--- src/pio_pkg.sv ---
// Purpose: constants and types for the port pin function and expansion bus block
// Assumes: core clock is the oscillator clock; register frame at 1020h-102Fh
// Notes: one frame word per register, four registers per port
package pio_pkg;
   // ----------------------------------------------------------------
   // register frame
   // ----------------------------------------------------------------
   localparam logic [15:0] FRAME_BASE = 16'h1020;
   localparam logic [15:0] FRAME_LAST = 16'h102f;
   localparam logic [1:0] REG_SEL1 = 2'h0;
   localparam logic [1:0] REG_SEL2 = 2'h1;
   localparam logic [1:0] REG_DATA = 2'h2;
   localparam logic [1:0] REG_DIR = 2'h3;
   localparam logic [7:0] RST_SEL = 8'h00;
   localparam logic [7:0] RST_DATA = 8'h00;
   localparam logic [7:0] RST_DIR = 8'h00;
   localparam logic [7:0] BUS_SEL = 8'hff;
   localparam int NPORT = 4;
   localparam int PORT_MAX = 8;
   // port indices
   localparam int PA = 0;
   localparam int PB = 1;
   localparam int PC = 2;
   localparam int PD = 3;
   // port d control pin positions
   localparam int D_WAIT = 2;
   localparam int D_BANK = 3;
   localparam int D_RW = 4;
   localparam int D_FETCH = 5;
   localparam int D_BCLK = 6;
   localparam int D_STRB = 7;
   // bus clock divide ratio against the oscillator
   localparam int BUS_CLK_DIV = 4;
   // ----------------------------------------------------------------
   // types
   // ----------------------------------------------------------------
   typedef struct packed {
      logic [7:0] sel1;
      logic [7:0] sel2;
      logic [7:0] data;
      logic [7:0] dir;
   } pio_port_t;
   typedef enum logic [3:0] {
      ST_IDLE = 4'b0001,
      ST_ADDR = 4'b0010,
      ST_STRB = 4'b0100,
      ST_DONE = 4'b1000
   } pio_state_t;
endpackage

--- src/pio_port.sv ---
// Purpose: port registers, pin muxing and nonmultiplexed expansion bus
// Assumes: core requests are on i_clk_sys; pins are asynchronous
// Notes: pin i_pin_in[8*p+b] is port p bit b, port a is p=0
`timescale 1ns/1ps
module pio_port
   import pio_pkg::*;
#(
   parameter int PORT_B_W = 8,
   parameter int PORT_C_W = 8,
   parameter int PORT_D_W = 8,
   parameter int CLK_DIV = BUS_CLK_DIV
) (
   input wire logic i_clk_sys,
   input wire logic i_rstn,
   input wire logic i_ce,
   input wire logic i_mode_select_pin,
   input wire logic i_prog_mem_dis,
   input wire logic i_acc_req,
   input wire logic [15:0] i_acc_addr,
   input wire logic i_acc_wr,
   input wire logic i_acc_fetch,
   input wire logic i_acc_ext,
   input wire logic [7:0] i_acc_wdata,
   output logic o_acc_ready,
   output logic o_acc_done,
   output logic [7:0] o_acc_rdata,
   input wire logic [31:0] i_pin_in,
   output logic [31:0] o_pin_out,
   output logic [31:0] o_pin_oe_n
);
   // ----------------------------------------------------------------
   // elaboration checks
   // ----------------------------------------------------------------
   // port width limit
   if (PORT_B_W > PORT_MAX || PORT_C_W > PORT_MAX || PORT_D_W > PORT_MAX ||
       PORT_B_W < 0 || PORT_C_W < 0 || PORT_D_W < 0) begin : g_bad_width
      $error("port width out of range");
   end
   // divider counter is four bits and splits the period in two halves
   if (CLK_DIV < 2 || CLK_DIV > 16 || (CLK_DIV % 2) != 0) begin : g_bad_div
      $error("bus clock divider must be even, 2 to 16");
   end

   // mask of implemented pins for a width
   function automatic logic [7:0] width_mask(input int w);
      logic [8:0] m;
      m = (9'h001 << w) - 9'h001;
      return m[7:0];
   endfunction

   localparam logic [31:0] PIN_MASK = {width_mask(PORT_D_W), width_mask(PORT_C_W),
                                       width_mask(PORT_B_W), 8'hff};

   // ----------------------------------------------------------------
   // state
   // ----------------------------------------------------------------
   pio_port_t port [NPORT]; // per port control, data, direction
   logic [31:0] pin_s1; // first sync stage, read only by pin_s2
   logic [31:0] pin_s2; // synchronised pin levels
   logic mode_s1; // strap sync stages
   logic mode_s2;
   logic [1:0] init_cnt; // delay until strap sync is settled
   logic init_done; // ports configured from strap
   logic [3:0] div_cnt; // bus clock phase
   logic bclk; // bus clock level
   logic bclk_rise; // one cycle before bus clock rises
   pio_state_t state;
   logic [15:0] bus_addr; // held address of current cycle
   logic [7:0] bus_wdata; // held write data
   logic bus_wr; // current cycle writes
   logic bus_fetch; // current cycle is opcode fetch
   logic rw_lvl; // read/write line level
   logic strb_n; // strobe, active low
   logic in_frame;
   logic go_ext;
   logic go_int;
   logic [31:0] fn_out; // expansion function drive
   logic [31:0] fn_oe; // expansion function enable, active high

   // ----------------------------------------------------------------
   // pin and strap synchronisers
   // ----------------------------------------------------------------
   // two stages; only stage two feeds logic
   always_ff @(posedge i_clk_sys or negedge i_rstn) begin
      if (!i_rstn) begin
         pin_s1 <= 32'h0000_0000;
         pin_s2 <= 32'h0000_0000;
         mode_s1 <= 1'b0;
         mode_s2 <= 1'b0;
      end else if (i_ce) begin
         pin_s1 <= i_pin_in;
         pin_s2 <= pin_s1;
         mode_s1 <= i_mode_select_pin;
         mode_s2 <= mode_s1;
      end
   end

   // ----------------------------------------------------------------
   // bus clock divider
   // ----------------------------------------------------------------
   // bus clock at core rate over CLK_DIV, a quarter at the default
   always_ff @(posedge i_clk_sys or negedge i_rstn) begin
      if (!i_rstn) begin
         div_cnt <= 4'h0;
         bclk <= 1'b0;
      end else if (i_ce) begin
         div_cnt <= bclk_rise ? 4'h0 : div_cnt + 4'h1;
         bclk <= bclk_rise ? 1'b1 : (div_cnt == 4'((CLK_DIV / 2) - 1)) ? 1'b0 : bclk;
      end
   end
   assign bclk_rise = (div_cnt == 4'(CLK_DIV - 1));

   // ----------------------------------------------------------------
   // access decode
   // ----------------------------------------------------------------
   assign in_frame = (i_acc_addr >= FRAME_BASE) && (i_acc_addr <= FRAME_LAST);
   assign o_acc_ready = init_done && (state == ST_IDLE);
   assign go_ext = o_acc_ready && i_acc_req && (i_acc_ext || (in_frame && i_prog_mem_dis));
   assign go_int = o_acc_ready && i_acc_req && !go_ext;

   // ----------------------------------------------------------------
   // port registers
   // ----------------------------------------------------------------
   // strap applied after sync settles; core writes to the frame after
   always_ff @(posedge i_clk_sys or negedge i_rstn) begin
      if (!i_rstn) begin
         init_cnt <= 2'h0;
         init_done <= 1'b0;
         for (int p = 0; p < NPORT; p++) begin
            port[p] <= '{sel1: RST_SEL, sel2: RST_SEL, data: RST_DATA, dir: RST_DIR};
         end
      end else if (i_ce) begin
         if (!init_done) begin
            init_cnt <= init_cnt + 2'h1;
            if (init_cnt == 2'h3) begin
               init_done <= 1'b1;
               if (mode_s2) begin
                  port[PA].sel1 <= BUS_SEL;
                  port[PB].sel1 <= BUS_SEL;
                  port[PC].sel1 <= BUS_SEL;
               end
            end
         end else if (go_int && in_frame && i_acc_wr) begin
            case (i_acc_addr[1:0])
               REG_SEL1: port[i_acc_addr[3:2]].sel1 <= i_acc_wdata;
               REG_SEL2: port[i_acc_addr[3:2]].sel2 <= i_acc_wdata;
               REG_DATA: port[i_acc_addr[3:2]].data <= i_acc_wdata;
               REG_DIR: port[i_acc_addr[3:2]].dir <= i_acc_wdata;
               default: ;
            endcase
         end
      end
   end

   // ----------------------------------------------------------------
   // expansion bus sequencer
   // ----------------------------------------------------------------
   // external cycles step on bus clock rises so that peripherals can
   // follow them; internal accesses finish in one core cycle
   always_ff @(posedge i_clk_sys or negedge i_rstn) begin
      if (!i_rstn) begin
         state <= ST_IDLE;
         strb_n <= 1'b1;
      end else if (i_ce) begin
         case (state)
            ST_IDLE: begin
               if (go_ext) begin
                  state <= ST_ADDR;
               end else if (go_int) begin
                  state <= ST_DONE;
               end
            end
            ST_ADDR: begin
               // strobe low for the operation only
               if (bclk_rise) begin
                  state <= ST_STRB;
                  strb_n <= 1'b0;
               end
            end
            ST_STRB: begin
               // wait sampled at rise after strobe
               // low wait holds the bus a cycle more
               if (bclk_rise && pin_s2[8 * PD + D_WAIT]) begin
                  state <= ST_DONE;
                  strb_n <= 1'b1;
               end
            end
            ST_DONE: state <= ST_IDLE;
            default: begin
               state <= ST_IDLE;
               strb_n <= 1'b1;
            end
         endcase
      end
   end

   // held address, data and cycle type
   always_ff @(posedge i_clk_sys or negedge i_rstn) begin
      if (!i_rstn) begin
         bus_addr <= 16'h0000;
         bus_wdata <= 8'h00;
         bus_wr <= 1'b0;
         bus_fetch <= 1'b0;
      end else if (i_ce) begin
         if (go_ext || go_int) begin
            bus_addr <= i_acc_addr;
            bus_wdata <= i_acc_wdata;
            bus_wr <= i_acc_wr;
            bus_fetch <= i_acc_fetch && !i_acc_wr;
         end else if (state == ST_DONE) begin
            bus_fetch <= 1'b0;
         end
      end
   end

   always_ff @(posedge i_clk_sys or negedge i_rstn) begin
      if (!i_rstn) begin
         rw_lvl <= 1'b1;
      end else if (i_ce) begin
         if (go_ext || go_int) begin
            rw_lvl <= !i_acc_wr;
         end else if (state == ST_DONE) begin
            rw_lvl <= 1'b1;
         end
      end
   end

   // ----------------------------------------------------------------
   // read data and completion
   // ----------------------------------------------------------------
   always_ff @(posedge i_clk_sys or negedge i_rstn) begin
      if (!i_rstn) begin
         o_acc_rdata <= 8'h00;
         o_acc_done <= 1'b0;
      end else if (i_ce) begin
         o_acc_done <= 1'b0;
         if (go_int) begin
            o_acc_done <= 1'b1;
            o_acc_rdata <= 8'h00;
            if (in_frame && !i_acc_wr) begin
               case (i_acc_addr[1:0])
                  REG_SEL1: o_acc_rdata <= port[i_acc_addr[3:2]].sel1;
                  REG_SEL2: o_acc_rdata <= port[i_acc_addr[3:2]].sel2;
                  REG_DATA: o_acc_rdata <= pin_s2[8 * i_acc_addr[3:2] +: 8] &
                                           PIN_MASK[8 * i_acc_addr[3:2] +: 8];
                  REG_DIR: o_acc_rdata <= port[i_acc_addr[3:2]].dir;
                  default: o_acc_rdata <= 8'h00;
               endcase
            end
         end else if (state == ST_STRB && bclk_rise && pin_s2[8 * PD + D_WAIT]) begin
            // read data taken as strobe rises
            o_acc_done <= 1'b1;
            o_acc_rdata <= bus_wr ? 8'h00 : pin_s2[8 * PA +: 8];
         end
      end
   end

   // ----------------------------------------------------------------
   // expansion function drive per port
   // ----------------------------------------------------------------
   always_comb begin
      fn_out = 32'h0000_0000;
      fn_oe = 32'h0000_0000;
      // write data driven after strobe falls
      fn_out[8 * PA +: 8] = bus_wdata;
      fn_oe[8 * PA +: 8] = {8{bus_wr && !strb_n}};
      fn_out[8 * PB +: 8] = bus_addr[7:0];
      fn_oe[8 * PB +: 8] = 8'hff;
      fn_out[8 * PC +: 8] = bus_addr[15:8];
      fn_oe[8 * PC +: 8] = 8'hff;
      fn_out[8 * PD + D_BANK] = strb_n || !bus_addr[15];
      fn_out[8 * PD + D_RW] = rw_lvl;
      // fetch marker low during opcode fetch
      fn_out[8 * PD + D_FETCH] = !(bus_fetch && state != ST_IDLE);
      fn_out[8 * PD + D_BCLK] = bclk;
      fn_out[8 * PD + D_STRB] = strb_n;
      fn_oe[8 * PD +: 8] = 8'hff;
      fn_oe[8 * PD + D_WAIT] = 1'b0;
   end

   // ----------------------------------------------------------------
   // pin multiplexer
   // ----------------------------------------------------------------
   // every port pin is programmable
   // unimplemented pins are never driven
   always_comb begin
      for (int p = 0; p < NPORT; p++) begin
         for (int b = 0; b < PORT_MAX; b++) begin
            // either select bit picks the function
            if (port[p].sel1[b] || port[p].sel2[b]) begin
               // bus function ignores data and direction
               o_pin_out[8 * p + b] = fn_out[8 * p + b];
               o_pin_oe_n[8 * p + b] = !(fn_oe[8 * p + b] && PIN_MASK[8 * p + b]);
            end else begin
               // high output on bank pin keeps bank off
               o_pin_out[8 * p + b] = port[p].data[b];
               o_pin_oe_n[8 * p + b] = !(port[p].dir[b] && PIN_MASK[8 * p + b]);
            end
         end
      end
   end

endmodule // pio_port

--- config.mk ---
export PLATFORM = sky130hd
export DESIGN_NAME = pio_port
export DESIGN_NICKNAME = d
export VERILOG_FILES = /design/src/pio_pkg.sv /design/src/pio_port.sv
export SDC_FILE = /design/constraint.sdc
export NUM_CORES = 1
export LEC_CHECK = 0
export BUFFER_PORTS_ARGS = -buffer_cell sky130_fd_sc_hd__buf_2
export CAP_MARGIN = 10
export CORE_MARGIN = 2
export CORE_UTILIZATION = 50
export DETAILED_ROUTE_END_ITERATION = 8
export GPL_ROUTABILITY_DRIVEN = 0
export PLACE_DENSITY = 0.71
export SYNTH_ARGS = -nofsm -noshare
export SYNTH_HDL_FRONTEND = slang
export SYNTH_SLANG_ARGS = --single-unit
--- constraint.sdc ---
create_clock -name i_clk_sys -period 2.96 [get_ports i_clk_sys]
set_clock_uncertainty 0.05 [all_clocks]
set_input_delay 0 -clock i_clk_sys [delete_from_list [all_inputs] [get_ports i_clk_sys]]
set_output_delay 0 -clock i_clk_sys [all_outputs]
set_load 0.02 [all_outputs]
==> impl_metrics.toml <==
[clock_tree]
cts-htree-levels = 1
clk_pin_slew_ns = 0.07
cts_made_buffers = 26
clk_path_buf_depth = 3
clk_latency_ns = 0.53
clock-sinks = 243
post_cts_buffers = 0
cts_tree = "built"
clock-root-buffer = "clkbuf_16"

[logic_synthesis]
ys_seq_area_share_pct = 53.1
synth_area_per_cell_um2 = 12.9
synth_edf_count = 0
ys_types = 47
async_reset_ff_share_pct = 100
synth_area_mm2 = 0.0115
yosys_warnings = 0
synth_cells = 888
ys.flop_type = "dfrtp_1"
synth_nets = 956
synth_seq_cells = 243

[sta]
rsz0062_at_grt = "false"
max_freq_ghz = 0.354
report.final.slew_viol_count = 0
finalSetupTns_ns = 0
post-route-period-util_pct = 95.3
finalHoldViolations = 0
setup-violations-final = 0
tightest_slew_ns = 1.03
holdWs_ns = 0.0430
post-route-min-period_ns = 2.82
relSlewSlack_pct = 31.0

[routing]
via_per_inst = 5.96
routed_wirelength_um = 31700
routedWlPerCell_um = 22.4
ant_nets = 0
drt-initial-drc-count = 657
routed-via-count = 8434
drcViolationCount = 0
drtPass1Iterations = 7

[layout]
area_delta_synth_final_pct = 24.8
fin_util_pct = 63.4
final_cell_mix = "dfrtp_1, mux2_2, buf_2"
antenna_cells = 0
fin_nets = 1178
final_common_cell = "dfrtp_1"
drive_gt1_share_pct = 42.5

[worst_hold_path]
hold_class = "in2reg"

[floorplanning]
pin_count = 139
die_h_um = 155
die_w_um = 155
initial_core_util_pct = 50.8
num_rows = 55
die_area_mm2 = 0.0242
core_mm2 = 0.0226

[pwr]
ir_drop_v = 0.000541
p_leak_uw = 0.00667
powerDensity_mw_per_mm2 = 731
total_power_uw = 10500

[global_route]
grt_max_degree = 108
grt_pass1_wl_um = 49500
antenna_found_initial = 0
grt_pass1_vias = 8611
grt_usage_pct = 26.6
overflow = 0

[job]
max-cap-violations = 0

[setup_path]
cp.arrival_ns = 3.18
crit_top_cell = "buf_4"
cp_top_family = "simple AND/OR/NAND/NOR gates"
setup.worst_path.end_class = "flip-flop"
crit_slowest_cell = "or4_4"
crit_type = "reg2reg"
cp.required_ns = 3.32
crit_fanout = 9
critPathBufInv = 2
critPathLaunchType = "flip-flop"
path_cells = "or4b_4 > or4_4 > buf_4 > nor4_4 > buf_4 > mux2_2"
cpPeakStageDelay_ns = 0.55

[outcome]
status = "completed"

[placed_design]
hpwl_um = 22200
port_buffers = 138
-- where the power goes --
group	internal (uW)	switching, uW
Sequential	3860	464
Clock	2380	1350
Combinational	1150	1240
Total	7400	3050
-- logic make-up after synthesis --
group | count (synthesis) | share of synthesized area [%]
muxes | 241 | 26.7
DFF | 243 | 53.1
buffers and inverters | 63 | 2.20
xor gates and xnor gates | 4 | 0.306
and+or+nand+nor | 201 | 9.75
AOI/OAI and AO/OA | 133 | 7.60
adders and majority gates | 3 | 0.328
-- flip-flops by register name, indices dropped and copies added (netlist names), 4 cells and up --
name / count
state: 4
bus_addr: 16
pin_s1: 32
port: 128
div_cnt: 4
pin_s2: 32
bus_wdata: 8
o_acc_rdata: 8
-- final timing paths --
path,from,endpoint,slack (ns),depth (start not counted)
worst max-delay path,state[0],port[31],0.14,6
worst min-delay path,i_acc_ext,state[1],0.04,4
worst max register to register,state[0],port[31],0.14,6
worst min register to register,port[107],port[107],0.43,2
max in group asynchronous,i_rstn,strb_n,1.93,3
min in group asynchronous,i_rstn,port[34],0.05,2
-- worst register-to-register path, cell delays in order (launching register included) --
cell and delay [ns]:
dfstp_2 0.52, or4b_4 0.51, or4_4 0.55, buf_4 0.24
nor4_4 0.26, buf_4 0.23, mux2_2 0.35
-- routing by layer --
layer  global-route usage (%)  up-vias  part of all wire [%]
li1                         -     3718                     -
met3                     4.82       75                   7.8
met4                     10.6        0                   4.0
met2                     40.0      386                    45
met5                        0        -                     0
met1                     38.6     4255                    43
-- layout make-up --
| cell class | instances | area (um^2) |
|---|---|---|
| fillers | 1724 | 8270 |
| flip-flops and latches | 243 | 6080 |
| multi-input cells | 582 | 5120 |
| repair buffers | 246 | 1690 |
| clock buffers | 39 | 801 |
| well taps | 285 | 357 |
| clock inverters | 9 | 198 |
| inverters | 11 | 41.3 |
-- cell usage after synthesis (3+ instances only) --
master | n | area share (%)
a211oi_1 | 3 | 0.20
a21o_1 | 3 | 0.20
a21oi_1 | 4 | 0.17
a22o_1 | 32 | 2.4
a22oi_1 | 16 | 1.0
and2_1 | 3 | 0.16
and3_1 | 3 | 0.16
buf_1 | 14 | 0.46
clkbuf_1 | 35 | 1.1
dfrtp_1 | 240 | 52
dfstp_2 | 3 | 0.69
ha_1 | 3 | 0.33
inv_1 | 11 | 0.36
mux2_2 | 201 | 20
mux2i_1 | 8 | 0.70
mux4_2 | 32 | 6.3
nand2_1 | 70 | 2.3
nand2b_1 | 5 | 0.27
nand3_1 | 8 | 0.35
nand4_1 | 6 | 0.33
nor2_1 | 39 | 1.3
nor2b_1 | 8 | 0.44
nor3_1 | 30 | 1.3
nor3b_1 | 3 | 0.20
nor4_4 | 9 | 1.7
nor4b_1 | 5 | 0.38
o21ai_0 | 64 | 2.8
or2_2 | 3 | 0.16
or3_1 | 3 | 0.16
xnor2_1 | 3 | 0.23
-- stage by stage --
step,instance area (um^2),instances,setup slack (ns)
floorplan,11500,888,0.233
global placement,12700,1305,0.192
detailed placement,12700,1305,0.185
CTS,14300,1415,0.159
global route,14300,1415,0.0896
finish,14300,1415,0.138
-- repair_timing --
| action | 4_1_cts | 5_1_grt |
|---|---|---|
| endpoints found under the hold margin | 277 | 0 |
| gates resized for setup | 0 | 0 |
| hold buffers | 62 | 0 |
| setup endpoints to repair | 0 | 0 |
Power figures use the tool's default switching activity.
